--- src/lof_consts.vh ---
`ifndef LOF_CONSTS_VH
`define LOF_CONSTS_VH
// Register addresses on the serial register port
`define LOF_ADDR_WAKE_RATE    8'h1E
`define LOF_ADDR_MOTION_THR   8'h1F
`define LOF_ADDR_FIFO_SEL     8'h23
`define LOF_ADDR_SAMPLE_DIV   8'h19
`define LOF_ADDR_AUX3_CTRL    8'h24
// Reset values
`define LOF_RST_WAKE_RATE     8'h00
`define LOF_RST_MOTION_THR    8'h00
`define LOF_RST_FIFO_SEL      8'h00
`define LOF_RST_SAMPLE_DIV    8'h00
`define LOF_RST_AUX3_CTRL     8'h00
// Field positions in the source select register; AUX3 sits in the aux 3 control register
`define LOF_BIT_TEMP          7
`define LOF_BIT_RATE_X        6
`define LOF_BIT_RATE_Y        5
`define LOF_BIT_RATE_Z        4
`define LOF_BIT_ACCEL         3
`define LOF_BIT_AUX2          2
`define LOF_BIT_AUX1          1
`define LOF_BIT_AUX0          0
`define LOF_BIT_AUX3          5
// Wake rate codes
`define LOF_WAKE_CODE_MAX     4'hB
`define LOF_WAKE_FIELD_W      4
// Threshold scaling, milli-g per step
`define LOF_THR_MG_PER_STEP   4
// Low-power wake timing
`define LOF_CLK_HZ            125000000
`define LOF_LP_DELAY_US       1000
`define LOF_LP_DELAY_CYC      ((`LOF_LP_DELAY_US * (`LOF_CLK_HZ / 1000000)))
// Base period of the 500 Hz wake rate, in clock cycles
`define LOF_WAKE_BASE_CYC     (`LOF_CLK_HZ / 500)
// Filter output rate in low-power accel path, 1 kHz
`define LOF_FILT_RATE_HZ      1000
`define LOF_FILT_CYC          (`LOF_CLK_HZ / `LOF_FILT_RATE_HZ)
// Source codes for the write sequencer
`define LOF_SRC_TEMP          4'h0
`define LOF_SRC_RX            4'h1
`define LOF_SRC_RY            4'h2
`define LOF_SRC_RZ            4'h3
`define LOF_SRC_ACC           4'h4
`define LOF_SRC_AUX0          4'h5
`define LOF_SRC_AUX1          4'h6
`define LOF_SRC_AUX2          4'h7
`define LOF_SRC_AUX3          4'h8
`define LOF_SRC_NONE          4'hF
`endif

--- src/lof_top.v ---
`include "lof_consts.vh"
`default_nettype none
//////////////////////////////////////////////////////////////////////////////
module lof_top #(
   parameter WAKE_BASE_CYC = `LOF_WAKE_BASE_CYC,
   parameter FILT_CYC      = `LOF_FILT_CYC,
   parameter LP_DELAY_CYC  = `LOF_LP_DELAY_CYC,
   parameter AUX_MAX       = 8
) (
   input  wire        i_clk_sys,
   input  wire        i_rst,
   // Register port from serial interface
   input  wire        i_reg_wr,
   input  wire        i_reg_rd,
   input  wire [7:0]  i_reg_addr,
   input  wire [7:0]  i_reg_wdata,
   output reg  [7:0]  o_reg_rdata,
   output reg         o_reg_hit,
   // Mode and sensor data
   input  wire        i_low_power,
   input  wire [15:0] i_temp,
   input  wire [15:0] i_rate_x,
   input  wire [15:0] i_rate_y,
   input  wire [15:0] i_rate_z,
   input  wire [15:0] i_accel_x,
   input  wire [15:0] i_accel_y,
   input  wire [15:0] i_accel_z,
   input  wire [3:0]  i_aux0_len,
   input  wire [3:0]  i_aux1_len,
   input  wire [3:0]  i_aux2_len,
   input  wire [3:0]  i_aux3_len,
   input  wire [7:0]  i_ext_byte,
   output reg  [4:0]  o_ext_idx,
   // Accelerometer power and FIFO push port
   output reg         o_accel_wake,
   output wire [7:0]  o_motion_thr,
   output wire [11:0] o_motion_thr_mg,
   output reg         o_fifo_push,
   output reg  [7:0]  o_fifo_data,
   input  wire        i_fifo_ready,
   output reg         o_sample_tick,
   output wire        o_wake_code_bad
);
   // Write sequencer states
   localparam ST_IDLE = 2'h0;
   localparam ST_SRC  = 2'h1;
   localparam ST_BYTE = 2'h2;

   // Register bank
   reg  [7:0]  wake_rate_q;
   reg  [7:0]  motion_thr_q;
   reg  [7:0]  fifo_sel_q;
   reg  [7:0]  sample_div_q;
   reg  [7:0]  aux3_ctrl_q;
   // Wake and sample pacing
   reg  [31:0] wake_period;
   reg  [3:0]  wake_shift;
   wire        wake_tick;
   wire        filt_tick;
   wire        smp_tick;
   reg  [31:0] awake_cnt_q;
   // Write sequencer
   reg  [1:0]  st_q;
   reg  [3:0]  src_q;
   reg  [3:0]  byte_q;
   reg  [3:0]  nbytes;
   reg  [8:0]  pend_q;
   reg  [127:0] snap_q;
   reg  [4:0]  ext_base;
   reg  [4:0]  ext_off;
   // Source scan
   reg  [8:0]  en_vec;
   integer     k;
   reg  [3:0]  first_src;
   reg         found;

   //////////////////////////////////////////////////////////////////////////
   // Register writes; threshold resets to zero
   always @(posedge i_clk_sys) begin
      if (i_rst) begin
         wake_rate_q  <= `LOF_RST_WAKE_RATE;
         motion_thr_q <= `LOF_RST_MOTION_THR;
         fifo_sel_q   <= `LOF_RST_FIFO_SEL;
         sample_div_q <= `LOF_RST_SAMPLE_DIV;
         aux3_ctrl_q  <= `LOF_RST_AUX3_CTRL;
      end else if (i_reg_wr) begin
         case (i_reg_addr)
            `LOF_ADDR_WAKE_RATE:  wake_rate_q  <= {4'h0, i_reg_wdata[3:0]};
            `LOF_ADDR_MOTION_THR: motion_thr_q <= i_reg_wdata;
            `LOF_ADDR_FIFO_SEL:   fifo_sel_q   <= i_reg_wdata;
            `LOF_ADDR_SAMPLE_DIV: sample_div_q <= i_reg_wdata;
            `LOF_ADDR_AUX3_CTRL:  aux3_ctrl_q  <= i_reg_wdata;
            default: ;
         endcase
      end
   end

   // Registered read data; unmapped addresses read zero
   // Reserved wake bits were dropped on write, so they read back zero
   always @(posedge i_clk_sys) begin
      if (i_rst) begin
         o_reg_rdata <= 8'h00;
         o_reg_hit   <= 1'b0;
      end else begin
         o_reg_hit <= 1'b0;
         if (i_reg_rd) begin
            o_reg_hit <= 1'b1;
            case (i_reg_addr)
               `LOF_ADDR_WAKE_RATE:  o_reg_rdata <= wake_rate_q;
               `LOF_ADDR_MOTION_THR: o_reg_rdata <= motion_thr_q;
               `LOF_ADDR_FIFO_SEL:   o_reg_rdata <= fifo_sel_q;
               `LOF_ADDR_SAMPLE_DIV: o_reg_rdata <= sample_div_q;
               `LOF_ADDR_AUX3_CTRL:  o_reg_rdata <= aux3_ctrl_q;
               default: begin
                  o_reg_rdata <= 8'h00;
                  o_reg_hit   <= 1'b0;
               end
            endcase
         end
      end
   end

   // Threshold shared by all three axes, shown in milli-g too
   assign o_motion_thr    = motion_thr_q;
   assign o_motion_thr_mg = {2'b00, motion_thr_q, 2'b00};
   assign o_wake_code_bad = (wake_rate_q[3:0] > `LOF_WAKE_CODE_MAX);

   //////////////////////////////////////////////////////////////////////////
   // Doublings below the 500 Hz base for each wake code
   always @* begin
      case (wake_rate_q[3:0])
         4'h0:    wake_shift = 4'hB;
         4'h1:    wake_shift = 4'hA;
         4'h2:    wake_shift = 4'h9;
         4'h3:    wake_shift = 4'h8;
         4'h4:    wake_shift = 4'h7;
         4'h5:    wake_shift = 4'h6;
         4'h6:    wake_shift = 4'h5;
         4'h7:    wake_shift = 4'h4;
         4'h8:    wake_shift = 4'h3;
         4'h9:    wake_shift = 4'h2;
         4'hA:    wake_shift = 4'h1;
         4'hB:    wake_shift = 4'h0;
         default: wake_shift = 4'h0; // Reserved; period forced below
      endcase
   end

   // Wake period doubles per code step down from 500 Hz
   always @* begin
      if (wake_rate_q[3:0] > `LOF_WAKE_CODE_MAX) begin
         wake_period = 32'hFFFFFFFF;
      end else begin
         wake_period = (WAKE_BASE_CYC << wake_shift) - 1;
      end
   end

   // Held in reset outside low power, so each entry waits a full period
   lof_tick_div #(.W(32)) u_wake_div (
      .i_clk_sys (i_clk_sys),
      .i_rst     (i_rst | ~i_low_power),
      .i_en      (1'b1),
      .i_period  (wake_period),
      .o_tick    (wake_tick)
   );

   // Accelerometer awake for the 1 ms filter delay after each wake
   // Limitation: a wake period below the delay keeps it always awake
   always @(posedge i_clk_sys) begin
      if (i_rst) begin
         awake_cnt_q  <= 32'h0;
         o_accel_wake <= 1'b1;
      end else if (!i_low_power) begin
         awake_cnt_q  <= 32'h0;
         o_accel_wake <= 1'b1;
      end else if (wake_tick) begin
         awake_cnt_q  <= LP_DELAY_CYC;
         o_accel_wake <= 1'b1;
      end else if (awake_cnt_q != 32'h0) begin
         awake_cnt_q <= awake_cnt_q - 32'h1;
      end else begin
         o_accel_wake <= 1'b0;
      end
   end

   //////////////////////////////////////////////////////////////////////////
   // Filter rate, then divided by divider plus one
   lof_tick_div #(.W(32)) u_filt_div (
      .i_clk_sys (i_clk_sys),
      .i_rst     (i_rst),
      .i_en      (1'b1),
      .i_period  (FILT_CYC - 1),
      .o_tick    (filt_tick)
   );

   // A new divider applies once the running count meets it
   lof_tick_div #(.W(8)) u_smp_div (
      .i_clk_sys (i_clk_sys),
      .i_rst     (i_rst),
      .i_en      (filt_tick),
      .i_period  (sample_div_q),
      .o_tick    (smp_tick)
   );

   // Enables in write order; standby does not gate them
   always @* begin
      en_vec[0] = fifo_sel_q[`LOF_BIT_TEMP];
      en_vec[1] = fifo_sel_q[`LOF_BIT_RATE_X];
      en_vec[2] = fifo_sel_q[`LOF_BIT_RATE_Y];
      en_vec[3] = fifo_sel_q[`LOF_BIT_RATE_Z];
      en_vec[4] = fifo_sel_q[`LOF_BIT_ACCEL];
      en_vec[5] = fifo_sel_q[`LOF_BIT_AUX0];
      en_vec[6] = fifo_sel_q[`LOF_BIT_AUX1];
      en_vec[7] = fifo_sel_q[`LOF_BIT_AUX2];
      en_vec[8] = aux3_ctrl_q[`LOF_BIT_AUX3];
   end

   // Next pending source, lowest index first
   always @* begin
      first_src = `LOF_SRC_NONE;
      found     = 1'b0;
      for (k = 0; k < 9; k = k + 1) begin
         if (!found && pend_q[k]) begin
            first_src = k[3:0];
            found     = 1'b1;
         end
      end
   end

   // Byte count of the current source
   always @* begin
      case (src_q)
         `LOF_SRC_ACC:  nbytes = 4'h6;
         `LOF_SRC_AUX0: nbytes = i_aux0_len;
         `LOF_SRC_AUX1: nbytes = i_aux1_len;
         `LOF_SRC_AUX2: nbytes = i_aux2_len;
         `LOF_SRC_AUX3: nbytes = i_aux3_len;
         default:       nbytes = 4'h2;
      endcase
   end

   // Aux bytes follow each other in the external data area
   always @* begin
      case (src_q)
         `LOF_SRC_AUX1: ext_off = {1'b0, i_aux0_len};
         `LOF_SRC_AUX2: ext_off = {1'b0, i_aux0_len} + {1'b0, i_aux1_len};
         `LOF_SRC_AUX3: ext_off = {1'b0, i_aux0_len} + {1'b0, i_aux1_len}
                                  + {1'b0, i_aux2_len};
         default:       ext_off = 5'h00;
      endcase
   end

   //////////////////////////////////////////////////////////////////////////
   // Write sequencer; a tick mid-burst is dropped, not queued
   always @(posedge i_clk_sys) begin
      if (i_rst) begin
         st_q          <= ST_IDLE;
         src_q         <= `LOF_SRC_NONE;
         byte_q        <= 4'h0;
         pend_q        <= 9'h000;
         snap_q        <= 128'h0;
         o_fifo_push   <= 1'b0;
         o_fifo_data   <= 8'h00;
         o_sample_tick <= 1'b0;
      end else begin
         o_sample_tick <= smp_tick;
         if (o_fifo_push && !i_fifo_ready) begin
            o_fifo_push <= 1'b1; // Hold data until taken
         end else begin
            o_fifo_push <= 1'b0;
            case (st_q)
               // Snapshot all sensor words at once so one burst is coherent
               ST_IDLE: begin
                  if (smp_tick) begin
                     pend_q <= en_vec;
                     snap_q <= {i_temp, i_rate_x, i_rate_y, i_rate_z,
                                i_accel_x, i_accel_y, i_accel_z, 16'h0000};
                     st_q   <= ST_SRC;
                  end
               end
               // One cycle here per source, plus one in ST_BYTE after the last byte; lowest pending index goes first
               ST_SRC: begin
                  if (first_src == `LOF_SRC_NONE) begin
                     st_q <= ST_IDLE;
                  end else begin
                     src_q  <= first_src;
                     pend_q[first_src] <= 1'b0;
                     byte_q <= 4'h0;
                     st_q   <= ST_BYTE;
                  end
               end
               ST_BYTE: begin
                  if (byte_q == nbytes) begin
                     st_q <= ST_SRC;
                  end else begin
                     o_fifo_push <= 1'b1;
                     byte_q      <= byte_q + 4'h1;
                     case (src_q)
                        // High byte first for each 16-bit value
                        `LOF_SRC_TEMP: o_fifo_data <= snap_q[127-8*byte_q -: 8];
                        `LOF_SRC_RX:   o_fifo_data <= snap_q[111-8*byte_q -: 8];
                        `LOF_SRC_RY:   o_fifo_data <= snap_q[95-8*byte_q -: 8];
                        `LOF_SRC_RZ:   o_fifo_data <= snap_q[79-8*byte_q -: 8];
                        `LOF_SRC_ACC:  o_fifo_data <= snap_q[63-8*byte_q -: 8];
                        // Aux bytes come live from the outside area, not snapped
                        default: begin
                           o_fifo_data <= i_ext_byte;
                        end
                     endcase
                  end
               end
               default: st_q <= ST_IDLE;
            endcase
         end
      end
   end

   // Address of the external byte sampled on the next cycle
   // Left combinational: the outside lookup must answer before that edge
   always @* begin
      ext_base  = ext_off + {1'b0, byte_q};
      o_ext_idx = ext_base;
   end
endmodule
`default_nettype wire

--- src/lof_tick_div.v ---
`default_nettype none
// Programmable tick divider: pulse once every (period + 1) enables
module lof_tick_div #(
   parameter W = 32
) (
   input  wire         i_clk_sys,
   input  wire         i_rst,
   input  wire         i_en,
   input  wire [W-1:0] i_period,
   output reg          o_tick
);
   reg [W-1:0] cnt_q;

   // Count enables, reload on terminal count
   always @(posedge i_clk_sys) begin
      if (i_rst) begin
         cnt_q  <= {W{1'b0}};
         o_tick <= 1'b0;
      end else begin
         o_tick <= 1'b0;
         if (i_en) begin
            if (cnt_q >= i_period) begin
               cnt_q  <= {W{1'b0}};
               o_tick <= 1'b1;
            end else begin
               cnt_q <= cnt_q + {{(W-1){1'b0}}, 1'b1};
            end
         end
      end
   end
endmodule
`default_nettype wire

--- config.mk ---
export PLATFORM = sky130hd
export DESIGN_NAME = lof_top
export DESIGN_NICKNAME = d
export VERILOG_FILES = /design/src/lof_top.v /design/src/lof_tick_div.v
export VERILOG_INCLUDE_DIRS = /design/src /design/src/src
export SDC_FILE = /design/constraint.sdc
export NUM_CORES = 1
export LEC_CHECK = 0
export ABC_AREA = 0
export BUFFER_PORTS_ARGS = -buffer_cell sky130_fd_sc_hd__clkbuf_2
export CORE_AREA = 2 2 172 191
export CTS_CLUSTER_DIAMETER = 60
export CTS_CLUSTER_SIZE = 24
export DETAILED_ROUTE_END_ITERATION = 10
export DIE_AREA = 0 0 174 193
export GPL_TIMING_DRIVEN = 0
export PLACE_DENSITY = 0.76
export REMOVE_ABC_BUFFERS = 1
export SETUP_SLACK_MARGIN = 0.02
export SYNTH_ARGS = -nofsm -noshare
export SYNTH_HDL_FRONTEND = slang
export SYNTH_SLANG_ARGS = --single-unit
--- constraint.sdc ---
create_clock -name i_clk_sys -period 5.7 [get_ports i_clk_sys]
set_clock_uncertainty 0.15 [all_clocks]
set_input_delay 0.57 -clock i_clk_sys [delete_from_list [all_inputs] [get_ports i_clk_sys]]
set_output_delay 0.57 -clock i_clk_sys [all_outputs]
set_load 0.02 [all_outputs]
==> qor.yml <==
status: "finished clean"
final_cell_area_sq_mm: 0.0178
synth_top_family_by_area: "simple AND/OR/NAND/NOR gates"
synth_top_area_frac: 0.383
grt_pass1_vias: 13500
cts-root-buf: "clkbuf_16"
cp-end-kind: "register"
rows: 69
top_level_ports: 204
postCtsSetupRepairBufs: 0
drcViolationCount: 0
finalSetupViolCount: 0
grt_util_all_layers: 0.229
cts_hold_buf: 0
ys_top_cells_by_count: "nand2_1, dfxtp_1, a21oi_1, nor2_1, clkbuf_1"
timing.hold.ws_ns: 0.0801
area_growth_pct: 14.3
via_count: 14000
slew_violations: 0
synth_seq_cells: 298
die_h_um: 193
synth_most_common_cell: "nand2_1"
power_density_mw_per_mm2: 275
period_share: 0.902
finalPower_mw: 4.90
io_buffers: 199
drt-total-wl_um: 38800
cp-start-kind: "register"
grt_pass1_wl_um: 64900
synth-edff-count: 0
drv_cap: 0
yosysTopAreaCell: "dfxtp_1"
grt_max_degree: 93
hpwl_um: 28000
drt_iter0_drc: 855
cts_sinks: 298
crit_chain: "inv_1, ha_1, or3b_2, a21oi_1, o211ai_1, a211o_1, nor4_2, xnor2_1, nor2_1, ha_1, a21o_1, a21o_1, a211o_1, a21oi_1, o211a_1, nand2_2, nor2_1"
drtPass1Iterations: 6
overflow: 0
cts-htree-levels: 1
cts_tree: "done"
path_buf_inv: 1
gp_congestion: 0.836
final_core_util: 0.560
synth_fa_ha_area_frac: 0.0566
cts_inserted_buffers: 25
tightest_slew_ns: 1.25
vdd_drop_max_v: 0.000282
synth-simple-area-share: 0.237
slowest_stage: "dfxtp_1"
start_util: 0.490
drtAntennaViolNets: 0
clkLatencyLatePin_ns: 0.55
cp.arrival_ns: 5.45
hold_class: "input port to register"
synth_warnings: 0
critPathKind: "register to register"
core_sq_mm: 0.0318
min_period_ns: 5.14
synthMuxAreaShare: 0.0528
async_flop_share: 0
leakage_nw: 7.14
antenna_cells: 0
rsz0062_at_grt: "no"
synthTopCellsByArea: "dfxtp_1, nand2_1, a21oi_1"
drt-wirelength-per-cell_um: 15.4
dieArea_sq_mm: 0.0336
die_x_um: 174
cp_data_required_time_ns: 6.01
synth_ff_type: "dfxtp_1"
viasPerCell: 5.57
fmax_mhz: 195
layout.nets: 2299
drive_above_1_share: 0.144
post_dp_cell_area_sq_mm: 0.0169
clkTransAtPathRegs_ns: 0.09
postSynthCellCount: 1931
synth_compound_gate_area_share: 0.167
report.final.hold_viol_count: 0
placed_cells_incl_taps: 2472
yosys.area_share.xor_xnor: 0.0563
crit_family: "compound AO/OA/AOI/OAI gates"
antenna_found_initial: 1
clockBufferDepth: 3
syn_avg_cell_area_sq_um: 8.06
yosysUniqueCellTypes: 97
n_fill_cell: 3021
yosysSeqAreaShare: 0.383
worstPathMaxFanout: 31
syn-cell-area_sq_mm: 0.0156
cp_slowest_stage_delay_ns: 0.53
finalNonFillerCells: 2516
maxSlewHeadroom: 0.164
-- registers in the layout (all words and copies together), names as in the netlist, 2 cells and up --
signal and flops:
awake_cnt_q 32, sample_div_q 8, byte_q 4, src_q 4
snap_q 112, pend_q 9, u_filt_div.cnt_q 32, fifo_sel_q 8
o_fifo_data 8, o_motion_thr 8, u_wake_div.cnt_q 32, u_smp_div.cnt_q 8
wake_rate_q 4, o_reg_rdata 8, wake_shift 4, aux3_ctrl_q 8
st_q 2
-- per-stage QoR --
step | worst slack [ns] | TNS, ns
final | 0.561 | 0
after global routing | 0.0849 | 0
after CTS | 0.283 | 0
after detailed placement | -0.201 | -5.37
after global placement | -10.83 | -1182.03
after floorplan | -5.11 | -556.47
-- worst min-delay path, stage by stage --
cell and delay, ns:
clkbuf_2 0.08, nand2_1 0.04, a21oi_1 0.05
-- final timing paths --
check                                       from                               to  slack, ns  depth (start not counted)
hold reg to reg   u_filt_div.cnt_q[0]$_SDFF_PP0_   u_filt_div.cnt_q[0]$_SDFF_PP0_       0.30                          1
hold / removal                      i_rate_z[13]          snap_q[77]$_SDFFE_PP0P_       0.08                          3
setup reg to reg           wake_shift[1]$_DFF_P_  u_wake_div.cnt_q[30]$_SDFF_PP0_       0.56                         17
setup / recovery           wake_shift[1]$_DFF_P_  u_wake_div.cnt_q[30]$_SDFF_PP0_       0.56                         17
-- cells in the final DEF, fill, tap and decap left out, drive strengths merged, types with 17 or more instances in the layout --
cell / count
a21oi: 225
conb: 19
nand2: 370
a21o: 22
ha: 64
dfxtp: 298
nor3: 20
mux2i: 63
nor4: 18
buf: 20
o21ai: 46
a22oi: 17
inv: 54
xor2: 49
nand3: 56
nand4: 24
nor2: 177
clkbuf: 224
nor2b: 22
xnor2: 51
-- layout make-up --
| type | instances | area (sq um) | share of cell area |
|---|---|---|---|
| multi-input cells | 1480 | 8950 | 0.503 |
| flip-flops and latches | 298 | 5970 | 0.336 |
| well taps | 426 | 533 | 0.0300 |
| inverters | 49 | 184 | 0.0103 |
| clock buffers | 25 | 626 | 0.0352 |
| clock inverters | 19 | 280 | 0.0158 |
| repair buffers | 219 | 1250 | 0.0701 |
-- power by group --
group / switching [mW] / leakage, nW / internal (mW)
logic: 0.473 / 4.29 / 0.348
registers: 0.0624 / 2.42 / 2.17
clock network: 0.921 / 0.430 / 0.920
-- layer usage --
metal | routed length, um | vias to the layer above | part of all wire | track usage
met5 | 14 | - | 0.00036 | 0
met4 | 886 | 2 | 0.023 | 0.0595
met3 | 2280 | 66 | 0.059 | 0.0333
met2 | 19300 | 405 | 0.50 | 0.420
met1 | 16400 | 6559 | 0.42 | 0.282
li1 | - | 6981 | - | -
-- cells by family after synthesis --
group	Yosys count
buf+inv	171
xor+xnor	100
fa+ha+maj	68
mux	78
flops	298
other cells	1
compound gates	422
simple gates	793
-- what timing repair did --
item,4_1_cts,5_1_grt
cloned,0,0
setup endpoints to repair,31,31
resized for setup,2,2
pin swaps,0,0
(Power assumes the default switching activity.)
